**src/design/rtd_regs.vh**
```
`ifndef RTD_REGS_VH
`define RTD_REGS_VH

// register indices, byte address is four times the index
`define RTD_IDX_SEC      4'h0
`define RTD_IDX_MIN      4'h1
`define RTD_IDX_HOUR     4'h2
`define RTD_IDX_DOW      4'h4
`define RTD_IDX_MONFMT   4'h6
`define RTD_IDX_BANK     4'h8

// field widths and positions
`define RTD_SEC_W        7
`define RTD_MIN_W        7
`define RTD_HOUR_W       6
`define RTD_DOW_W        3
`define RTD_FMT_BIT      0
`define RTD_BANK_BIT     0
`define RTD_HOUR_PM_BIT  5

// reset value of the bank select register (clock bank)
`define RTD_BANK_RST     1'h0
// reset value of the hour format flag (arbitrary, 12-hour)
`define RTD_FMT_RST      1'h0

// read wait states before waitrequest drops
`define RTD_RD_WAIT      2'h1

`endif

```
**src/design/rtd_top.v**
```verilog
// Chosen here: the register offsets and register access over Avalon-MM.
`timescale 1ns/100ps
`include "rtd_regs.vh"

// How it works
// - seconds hold BCD 00..59 in bits 6-0, bit 7 reads zero.
// - minutes hold BCD 00..59 in bits 6-0, in both banks.
// - 24-hour format: bits 5-0 BCD hour 0..23, bits 7-6 read zero.
// - 12-hour format: bit 5 is PM flag, bits 4-0 BCD hour 0..11.
// - weekday code in bits 2-0, Sunday 000 to Saturday 110, rest zero.
// - seconds exist only in the clock bank; alarm bank reads zero there.
// - bank select bit steers shared addresses to clock or alarm bank.
module rtd_top (
    input  wire        CORE_CLK,
    input  wire        RESETN,
    input  wire        CLK_EN,
    input  wire [5:0]  AVS_ADDRESS,
    input  wire        AVS_READ,
    input  wire        AVS_WRITE,
    input  wire [3:0]  AVS_BYTEENABLE,
    input  wire [31:0] AVS_WRITEDATA,
    output reg  [31:0] AVS_READDATA,
    output wire        AVS_WAITREQUEST,
    output wire        HR_FORMAT_24
);
    wire [3:0]                idx = AVS_ADDRESS[5:2];
    wire                      be0 = AVS_BYTEENABLE[0];
    wire                      wr  = AVS_WRITE && !AVS_WAITREQUEST && be0;

    reg                       bank_q;
    reg                       fmt_q;
    reg  [1:0]                rd_cnt_q;
    reg  [1:0]                rd_cnt_d;
    reg  [31:0]               rdata_d;
    reg                       wr_sec;
    reg                       wr_min;
    reg                       wr_hour;
    reg                       wr_dow;
    wire [`RTD_SEC_W-1:0]     sec_r;
    wire [`RTD_MIN_W-1:0]     min_r;
    wire [`RTD_HOUR_W-1:0]    hour_r;
    wire [`RTD_DOW_W-1:0]     dow_r;

    // write strobes, address decode
    always @* begin
        wr_sec  = 1'b0;
        wr_min  = 1'b0;
        wr_hour = 1'b0;
        wr_dow  = 1'b0;
        if (idx == `RTD_IDX_SEC) begin
            wr_sec = wr;
        end else if (idx == `RTD_IDX_MIN) begin
            wr_min = wr;
        end else if (idx == `RTD_IDX_HOUR) begin
            wr_hour = wr;
        end else if (idx == `RTD_IDX_DOW) begin
            wr_dow = wr;
        end
    end

    // seconds: clock bank only, fields never reset
    rtd_field #(.W(`RTD_SEC_W), .HAS_ALM(0)) u_sec (
        .clk   (CORE_CLK),
        .ce    (CLK_EN),
        .wr    (wr_sec),
        .bank  (bank_q),
        .wdata (AVS_WRITEDATA[`RTD_SEC_W-1:0]),
        .rdata (sec_r)
    );

    // minutes in both banks
    rtd_field #(.W(`RTD_MIN_W), .HAS_ALM(1)) u_min (
        .clk   (CORE_CLK),
        .ce    (CLK_EN),
        .wr    (wr_min),
        .bank  (bank_q),
        .wdata (AVS_WRITEDATA[`RTD_MIN_W-1:0]),
        .rdata (min_r)
    );

    // hour bits 5-0, meaning set by format flag
    rtd_field #(.W(`RTD_HOUR_W), .HAS_ALM(1)) u_hour (
        .clk   (CORE_CLK),
        .ce    (CLK_EN),
        .wr    (wr_hour),
        .bank  (bank_q),
        .wdata (AVS_WRITEDATA[`RTD_HOUR_W-1:0]),
        .rdata (hour_r)
    );

    // weekday
    rtd_field #(.W(`RTD_DOW_W), .HAS_ALM(1)) u_dow (
        .clk   (CORE_CLK),
        .ce    (CLK_EN),
        .wr    (wr_dow),
        .bank  (bank_q),
        .wdata (AVS_WRITEDATA[`RTD_DOW_W-1:0]),
        .rdata (dow_r)
    );

    // bank select and format flag live in reset control state
    always @(posedge CORE_CLK or negedge RESETN) begin
        if (!RESETN) begin
            bank_q <= `RTD_BANK_RST;
            fmt_q  <= `RTD_FMT_RST;
        end else if (CLK_EN) begin
            if (wr && idx == `RTD_IDX_BANK)
                bank_q <= AVS_WRITEDATA[`RTD_BANK_BIT];
            if (wr && idx == `RTD_IDX_MONFMT && bank_q)
                fmt_q <= AVS_WRITEDATA[`RTD_FMT_BIT];
        end
    end

    assign HR_FORMAT_24 = fmt_q;

    // read data mux, upper bits zero
    always @* begin
        rdata_d = 32'h0000_0000;
        if (idx == `RTD_IDX_SEC) begin
            rdata_d[`RTD_SEC_W-1:0] = sec_r;
        end else if (idx == `RTD_IDX_MIN) begin
            rdata_d[`RTD_MIN_W-1:0] = min_r;
        end else if (idx == `RTD_IDX_HOUR) begin
            rdata_d[`RTD_HOUR_W-1:0] = hour_r;
        end else if (idx == `RTD_IDX_DOW) begin
            rdata_d[`RTD_DOW_W-1:0] = dow_r;
        end else if (idx == `RTD_IDX_MONFMT) begin
            rdata_d[`RTD_FMT_BIT] = bank_q & fmt_q;
        end else if (idx == `RTD_IDX_BANK) begin
            rdata_d[`RTD_BANK_BIT] = bank_q;
        end
    end

    // reads wait one cycle, writes complete at once
    always @* begin
        rd_cnt_d = rd_cnt_q;
        if (AVS_READ) begin
            if (rd_cnt_q != 2'h0)
                rd_cnt_d = rd_cnt_q - 2'h1;
            else
                rd_cnt_d = `RTD_RD_WAIT;
        end else begin
            rd_cnt_d = `RTD_RD_WAIT;
        end
    end

    assign AVS_WAITREQUEST = AVS_READ && (rd_cnt_q != 2'h0);

    always @(posedge CORE_CLK or negedge RESETN) begin
        if (!RESETN) begin
            rd_cnt_q     <= `RTD_RD_WAIT;
            AVS_READDATA <= 32'h0000_0000;
        end else if (CLK_EN) begin
            rd_cnt_q <= rd_cnt_d;
            if (AVS_READ && rd_cnt_q != 2'h0)
                AVS_READDATA <= rdata_d;
        end
    end
endmodule // rtd_top

```
**src/design/rtd_field.v**
```verilog
`timescale 1ns/100ps
// one time field with a clock copy and an alarm copy, bank chosen by select
module rtd_field #(
    parameter W       = 7,
    parameter HAS_ALM = 1
) (
    input  wire         clk,
    input  wire         ce,
    input  wire         wr,
    input  wire         bank,
    input  wire [W-1:0] wdata,
    output wire [W-1:0] rdata
);
    reg [W-1:0] clk_q;
    reg [W-1:0] alm_q;

    // no reset: contents stay arbitrary until written
    always @(posedge clk) begin
        if (ce && wr && !bank)
            clk_q <= wdata;
    end

    generate
        if (HAS_ALM != 0) begin : g_alm
            always @(posedge clk) begin
                if (ce && wr && bank)
                    alm_q <= wdata;
            end
            assign rdata = bank ? alm_q : clk_q;
        end else begin : g_noalm
            always @(posedge clk) begin
                alm_q <= {W{1'b0}};
            end
            assign rdata = bank ? {W{1'b0}} : clk_q;
        end
    endgenerate
endmodule // rtd_field

```
**config.mk**
```make
export PLATFORM = sky130hd
export DESIGN_NAME = rtd_top
export DESIGN_NICKNAME = d
export VERILOG_FILES = /design/src/design/rtd_top.v /design/src/design/rtd_field.v
export VERILOG_INCLUDE_DIRS = /design/src /design/src/design
export SDC_FILE = /design/constraint.sdc
export NUM_CORES = 1
export LEC_CHECK = 0
export BUFFER_PORTS_ARGS = -buffer_cell sky130_fd_sc_hd__buf_4
export CORE_MARGIN = 3
export CORE_UTILIZATION = 50
export CTS_BUF_LIST = sky130_fd_sc_hd__clkbuf_8
export DETAILED_ROUTE_END_ITERATION = 16
export PLACE_DENSITY = 0.8
export SYNTH_ARGS = -nofsm -noshare
export SYNTH_HDL_FRONTEND = slang
export SYNTH_SLANG_ARGS = --single-unit
```
**constraint.sdc**
```tcl
create_clock -name CORE_CLK -period 2.8 [get_ports CORE_CLK]
set_clock_uncertainty 0.15 [all_clocks]
set_input_delay 0.14 -clock CORE_CLK [delete_from_list [all_inputs] [get_ports CORE_CLK]]
set_output_delay 0.14 -clock CORE_CLK [all_outputs]
set_load 0.01 [all_outputs]
```
# [Word level (Yosys, flattened, before mapping)]
# Cells that the tools add are included.
[totals] output_inout_bits=34 input_bits=47 wordCells=67 regBits=50
[op_classes] n_eq_ne=5 n_reduce_logical=24 n_addsub=1 n_bitwise=1 mux=25
[ops] op="7-bit 2-to-1 mux" n=3
[ops] op="1-bit logical AND" n=17
[ops] op="1-bit 2-to-1 mux" n=14
[ops] op="6-bit 2-to-1 mux" n=2
[ops] op="3-bit 2-to-1 mux" n=3
[ops] op="4-bit by 3-bit equality test with 1-bit output (second input constant)" n=2
[ops] op="2-bit 2-to-1 mux" n=3
[ops] op="2-bit AND reduction" n=3
[ops] op="4-bit by 1-bit equality test with 1-bit output (second input constant)" n=1
[ops] op="4-bit by 2-bit equality test with 1-bit output (second input constant)" n=1
[ops] op="4-bit equality test (second input constant)" n=1
[ops] op="4-bit logical NOT" n=1
[ops] op="1-bit logical NOT" n=2
[ops] op="2-bit nonzero test" n=1
[ops] op="2-bit by 1-bit subtractor with 2-bit output (second input constant)" n=1
[ops] op="1-bit AND" n=1

# [Longest topological paths before layout]
# Gate-level depths: netlist (run 1).
[logic_depth] ltp_word=11 ltp_mapped=7 ltp_nobuf=4

# [By module]
# Synthesis (run 1) repeated with hierarchy kept, for this count alone.
[unflattened] hier_cells=186 hier_area_um2=2528.7
[modules_own_cells] module="rtd_top" area_per_inst_um2=982.2 cells_each=115 seq_area_each_um2=276.5 n_inst=1
[modules_own_cells] module="rtd_field at u_min" area_per_inst_um2=554.3 cells_each=24 seq_area_each_um2=420.4 n_inst=1
[modules_own_cells] module="rtd_field at u_hour" area_per_inst_um2=479.2 cells_each=21 seq_area_each_um2=360.3 n_inst=1
[modules_own_cells] module="rtd_field at u_sec" area_per_inst_um2=281.5 cells_each=15 seq_area_each_um2=210.2 n_inst=1
[modules_own_cells] module="rtd_field at u_dow" area_per_inst_um2=231.5 cells_each=11 seq_area_each_um2=180.2 n_inst=1

# [Worst setup path after synthesis (run 1)]
# No wires, ideal clock.
[synth_path] path_type="input-to-reg" from="input AVS_ADDRESS[5]" to="register u_min.clk_q[0] (enable)" n_path_buf=2 setup_ns=0.380 required_ns=2.270 cell_stages=4 arrival_time_ns=1.445 path_slack_ns=0.825 path_cell_list="buf_6 or4b_4 buf_6 nor3_1"
[synth_via] elab_chain_len=5 word_cells_on_any_way=6 classes_between="eq/ne (1); mux (2); reduce/logical (3)"
[synth_rtl] element="from (decl)" line="rtd_top.v:17" source="input wire [5:0] AVS_ADDRESS,"
[synth_rtl] element="4-bit by 1-bit equality test with 1-bit output (no source line)"
[synth_rtl] element="1-bit 2-to-1 mux" line="rtd_top.v:52" source="end else if (idx == `RTD_IDX_MIN) begin"
[synth_rtl] element="1-bit 2-to-1 mux (*)" line="rtd_top.v:50" source="if (idx == `RTD_IDX_SEC) begin"
[synth_rtl] element="1-bit logical AND (*) (2 in series)" line="rtd_field.v:19" source="if (ce && wr && !bank)"
[synth_rtl] element="to (signal assigned)" line="rtd_field.v:20" source="clk_q <= wdata;"
[synth_rtl] element="to (decl)" line="rtd_field.v:14" source="reg [W-1:0] clk_q;"
# Every way passes the cells marked *; elsewhere a longest branch is shown, timed or not.
# A chain may end at the register's enable or synchronous reset.

# [Final worst setup path (run 1)]
[layout_path] from="register bank_q" to="register u_hour.alm_q[2] (enable)"
[layout_via] elab_chain_len=1
[layout_rtl] element="from (decl)" line="rtd_top.v:30" source="reg bank_q;"
[layout_rtl] element="from (signal assigned)" line="rtd_top.v:104" source="bank_q <= `RTD_BANK_RST;"
[layout_rtl] element="from (signal assigned)" line="rtd_top.v:108" source="bank_q <= AVS_WRITEDATA[`RTD_BANK_BIT];"
[layout_rtl] element="1-bit logical AND" line="rtd_field.v:26" source="if (ce && wr && bank)"
[layout_rtl] element="to (signal assigned)" line="rtd_field.v:27" source="alm_q <= wdata;"
[layout_rtl] element="to (decl)" line="rtd_field.v:15" source="reg [W-1:0] alm_q;"
# Every way passes these cells.

==> out/metrics.csv, run 1 <==
metric,value,unit
synth-seq-cells,50,
rr_worst_depth,2,
antenna_found_initial,0,
slew_headroom,55.5,%
cp_cell_sequence,nand3_1 > nor2_1,
rsz0062_at_grt,false,
start_util,53.2,%
die_y,74.7,µm
netlist_area,2360,µm²
diodes,0,
final_cell_mix,"edfxtp_1 (39), buf_4 (34), conb_1 (25)",
ir_drop,0.000386,V
critPathRequiredTime,2.58,ns
critPathKind,flop to flop,
ioPinCount,81,
fillCellCount,355,
synth-edff-count,39,
cts_buffers,5,
cap_viol_max_count,0,
cpMaxStageDelayCell,dfrtp_1,
grt_pass1_wl,6980,µm
power.density,546,nW/µm²
drt_wl_total,4240,µm
yosys-top-cells-area,"edfxtp_1 (50%), dfrtp_1 (11%), buf_4 (8.9%)",
synth.largest_area_cell,edfxtp_1,
reg2reg_slack,0.63,ns
rr_startpoint,bank_q,
gp_congestion,0.760,
final_nets,267,
grt-ovfl-total,0,
htree_levels,2,
hpwlAfterDp,2930,µm
final_util,61.7,%
fmax,461,MHz
hp-class,input pin to asynchronous set/reset pin,
cts_num_sinks,50,
hold_violations,0,
outcome,"finished, final reports clean",
drt-initial-drc-count,108,
clockRootBuffer,clkbuf_8,
synth-async-reset-ratio,22.0,%
drc,0,
yosysSeqAreaShare,61.3,%
fin_setup_tns,0,ns
cts_tree,done,
clk_latency,0.30,ns
synthCells,178,
synth_top_area_share,49.6,%
layout_commonest_cell,edfxtp_1,
core,4440,µm²
grt_pass1_vias,1402,
cts.path.max_buffers,2,
dp.cells,254,
ys.flop_type,edfxtp_1,
drive_gt1_share,26.7,%
cp-start-kind,flop,
grt_max_degree,17,
firstDrtPassIters,4,
synth.avg_cell_area,13.3,µm²
reg2reg_to,u_hour.alm_q[2],
crit_arrival,1.95,ns
min_period,2.17,ns
max_stage_delay,0.74,ns
io_buffers,25,
clkTransAtPathRegs,0.09,ns
synth_cell_types,39,
tightest_slew,0.664,ns
yosysWarningCount,0,
fin_crit_sh,77.5,%
critical_path.max_fanout,14,
drv_slew,0,
dr_total_vias,1457,
post_drt_via_cell_ratio,5.34,
wl_per_cell,15.5,µm
cp-end-kind,flop,
synthToLayoutAreaGrowth,16.2,%
critPathLaunch,bank_q,
row_count,24,
grt_usage,17.2,%
die-area,5590,µm²
p_leak,1.02,nW
final-setup-viol-count,0,
ant_nets,0,
final_cells,273,
die_w,74.7,µm
[worst max-delay path, delay by kind of cell, from the launching register on]
family	cells	cell delay, ns
and+or+nand+nor	2	0.91
DFF	1	0.74
[timing repair]
action	CTS	global route
setup buffers	0	0
hold endpoints to repair	54	0
resized for setup	0	0
hold buffers	11	0
[where the power goes]
group	internal (mW)	leakage (nW)	total, mW	switching (mW)
clock	0.265	0.0595	0.493	0.229
combinational	0.0795	0.468	0.170	0.0903
sequential	0.816	0.496	0.834	0.0177
total	1.16	1.02	1.50	0.337
[registers in the layout, indices dropped and copies added, names as in the netlist]
signal        flops
AVS_READDATA      7
u_min.alm_q       7
u_min.clk_q       7
u_sec.clk_q       7
u_hour.alm_q      6
u_hour.clk_q      6
u_dow.alm_q       3
u_dow.clk_q       3
rd_cnt_q          2
HR_FORMAT_24      1
bank_q            1
[layout make-up]
cell class	count	area, µm²	area share (%)
Multi-Input combinational cell	117	751	27.4
Tap cell	52	65.1	2.37
Clock buffer	5	68.8	2.51
Sequential cell	50	1450	52.8
Inverter	1	3.75	0.137
Timing Repair Buffer	45	365	13.3
Clock inverter	3	42.5	1.55
[layer usage]
layer / GRT usage, % / vias to the layer above / routed length, µm
li1: - / 695 / -
met1: 22.7 / 698 / 1910
met2: 27.1 / 55 / 1990
met3: 4.81 / 9 / 256
met4: 7.11 / 0 / 88
met5: 0 / - / 0
[logic make-up (layout without fill, tap and decap cells)]
logic type / count (synthesis) / count (layout) / share of synthesized area, %
muxes: 18 / 18 / 8.10
DFF: 50 / 50 / 61.3
other: 1 / 25 / 0.159
and+or+nand+nor: 48 / 48 / 12.1
buffers and inverters: 35 / 54 / 10.8
AOI/OAI and AO/OA: 26 / 26 / 7.63
[worst max path at each step]
stage | end | slack [ns]
after global placement | u_min.alm_q[3] | 0.71
after global routing | u_hour.alm_q[2] | 0.46
final | u_hour.alm_q[2] | 0.63
after floorplan | u_min.clk_q[0] | 0.83
after detailed placement | u_hour.alm_q[3] | 0.66
after CTS | u_hour.alm_q[2] | 0.64
[stage by stage]
| stage | cell area (µm²) | worst slack (ns) | hold WS, ns | power, mW |
|---|---|---|---|---|
| after floorplan | 2450 | 0.825 | -0.306 | 0.972 |
| after global placement | 2520 | 0.706 | -0.162 | 1.00 |
| after detailed placement | 2520 | 0.656 | -0.156 | 1.01 |
| after CTS | 2740 | 0.635 | 0.0589 | 1.51 |
| after global routing | 2740 | 0.462 | 0.0671 | 1.56 |
| final | 2740 | 0.631 | 0.0613 | 1.50 |
[synth_stat cells, types with 2 or more instances]
| master | n |
|---|---|
| edfxtp_1 | 39 |
| buf_4 | 28 |
| nand2_1 | 11 |
| dfrtp_1 | 10 |
| mux2_2 | 9 |
| mux2i_1 | 9 |
| nor2_1 | 7 |
| o21ai_1 | 7 |
| nor3_1 | 6 |
| a211oi_1 | 4 |
| a21oi_1 | 4 |
| nor2b_1 | 4 |
| nand3_1 | 3 |
| nor2_2 | 3 |
| nor3b_1 | 3 |
| buf_2 | 2 |
| buf_6 | 2 |
| clkbuf_1 | 2 |
| nor4_1 | 2 |
| nor4b_1 | 2 |
| o221ai_1 | 2 |
| o22a_1 | 2 |
No activity file was read; power rests on OpenSTA's default activity.
==> inputs of run 2 (changes only) <==
==> constraint.sdc (replaced) <==
create_clock -name CORE_CLK -period 2.2 [get_ports CORE_CLK]
set_clock_uncertainty 0.15 [all_clocks]
set_input_delay 0.11 -clock CORE_CLK [delete_from_list [all_inputs] [get_ports CORE_CLK]]
set_output_delay 0.11 -clock CORE_CLK [all_outputs]
set_load 0.01 [all_outputs]
==> run 2 against run 1 <==
Net effect: clock-buffer cell count unchanged; highest routed layer unchanged; total power increased by 26%; combinational power increased by 34%; routed wire length decreased by 2.3%; cell count increased by 1.5%; worst setup slack got worse by 0.27 ns; register-to-register slack got worse by 0.27 ns; first-iteration DRC count decreased by 31%; critical path depth increased by 2; critical path type unchanged; fmax increased by 18%.
==> out/metrics.csv, run 2 (synthesis gave the netlist of run 1 again) <==
metric,value,unit
outcome,"finished, final reports clean",
final_cell_area,2770,µm²
critical_path.max_fanout,4,
p_int,1.47,mW
gp_congestion,0.778,
firstDrtPassIters,4,
hp-class,input pin to asynchronous set/reset pin,
dr_total_vias,1462,
rr_startpoint,rd_cnt_q[1],
post_drt_via_cell_ratio,5.28,
cts_setup_buffers,0,
ctsResizeCount,0,
grt_pass1_vias,1356,
clkTransAtPathRegs,0.08,ns
io_buffers,25,
die_y,74.7,µm
ir_drop,0.000447,V
hold_violations,0,
fin_crit_sh,83.8,%
grt_pass1_wl,6580,µm
clk_latency,0.30,ns
die-area,5590,µm²
drt_wl_total,4150,µm
rsz0062_at_grt,false,
final_util,62.3,%
p_sw,0.410,mW
rr_worst_depth,4,
die_w,74.7,µm
htree_levels,2,
layout_commonest_cell,edfxtp_1,
max_stage_delay,0.40,ns
dp_slack,0.371,ns
cts_tree,done,
cts.path.max_buffers,2,
drive_gt1_share,27.6,%
clockRootBuffer,clkbuf_8,
cp-start-kind,flop,
p_clk_share,31.9,%
start_util,53.2,%
p_leak,1.05,nW
p_seq_share,56.0,%
drc,0,
final_cell_mix,"edfxtp_1 (39), buf_4 (38), conb_1 (25)",
row_count,24,
fmax,543,MHz
cp_cell_sequence,o21ai_1 > nand3_1 > nor4b_1 > mux2_2,
critPathLaunch,rd_cnt_q[1],
synthToLayoutAreaGrowth,17.2,%
min_period,1.84,ns
antenna_found_initial,0,
p_sw_share,21.8,%
wl_per_cell,15.0,µm
dpl_cell_area,2550,µm²
hpwlAfterDp,2890,µm
reg2reg_to,HR_FORMAT_24,
cap_viol_max_count,0,
p_comb_share,12.1,%
final_nets,271,
critPathRequiredTime,2.24,ns
cts_buffers,5,
crit_arrival,1.88,ns
grt-ovfl-total,0,
dp.cells,258,
critical_path.endpoint,HR_FORMAT_24,
fin_setup_tns,0,ns
final_cells,277,
ioPinCount,81,
cts_num_sinks,50,
critPathKind,flop to flop,
core,4440,µm²
grt_usage,16.6,%
drt-initial-drc-count,75,
ant_nets,0,
setup_ws,0.357,ns
diodes,0,
drv_slew,0,
cts_hold_buf,11,
cpMaxStageDelayCell,dfrtp_1,
power.density,680,nW/µm²
final-setup-viol-count,0,
cp-end-kind,flop,
grt_max_degree,16,
reg2reg_slack,0.36,ns
-- run 2: area by class of cell --
cell class                 instances  area, µm²
inverter                           1       3.75
multi-input combinational        117        751
tap                               52       65.1
fill                             339       1680
sequential                        50       1450
clock buffer                       5       68.8
clock inverter                     3       37.5
timing repair buffer              49        395
-- run 2: metal layers --
metal	wire, µm	GRT usage [%]	up-vias
li1	-	-	702
met1	1880	22.4	685
met2	1890	25.4	66
met3	286	4.27	9
met4	86	7.51	0
met5	0	0	-
-- run 2: power by group through the flow --
| stage | clock network, mW | registers [mW] | logic, mW |
|---|---|---|---|
| final | 0.602 | 1.05 | 0.227 |
| after global routing | 0.665 | 1.06 | 0.253 |
| after CTS | 0.618 | 1.05 | 0.228 |
| after detailed placement | 0 | 1.07 | 0.213 |
| after global placement | 0 | 1.07 | 0.208 |
| after floorplan | 0 | 1.08 | 0.161 |
-- run 2: through the flow --
step           hold slack [ns]  total power, mW
2_1_floorplan           -0.336             1.24
3_3_place_gp            -0.190             1.28
3_5_place_dp            -0.188             1.29
4_1_cts                 0.0282             1.90
5_1_grt                 0.0470             1.97
6_report                0.0265             1.88
-- run 2: how the worst min path moves through the flow --
stage | from | end | slack, ns
floorplan | RESETN | AVS_READDATA[0] | -0.34
global placement | RESETN | HR_FORMAT_24 | -0.19
detailed placement | RESETN | HR_FORMAT_24 | -0.19
CTS | RESETN | AVS_READDATA[1] | 0.03
global route | RESETN | HR_FORMAT_24 | 0.05
finish | RESETN | HR_FORMAT_24 | 0.03
-- run 2: worst max-delay path, delay by kind of cell (launching register included) --
kind | cells | cell delay [ns]
and+or+nand+nor | 2 | 0.56
DFF | 1 | 0.40
AOI/OAI and AO/OA | 1 | 0.25
muxes | 1 | 0.38
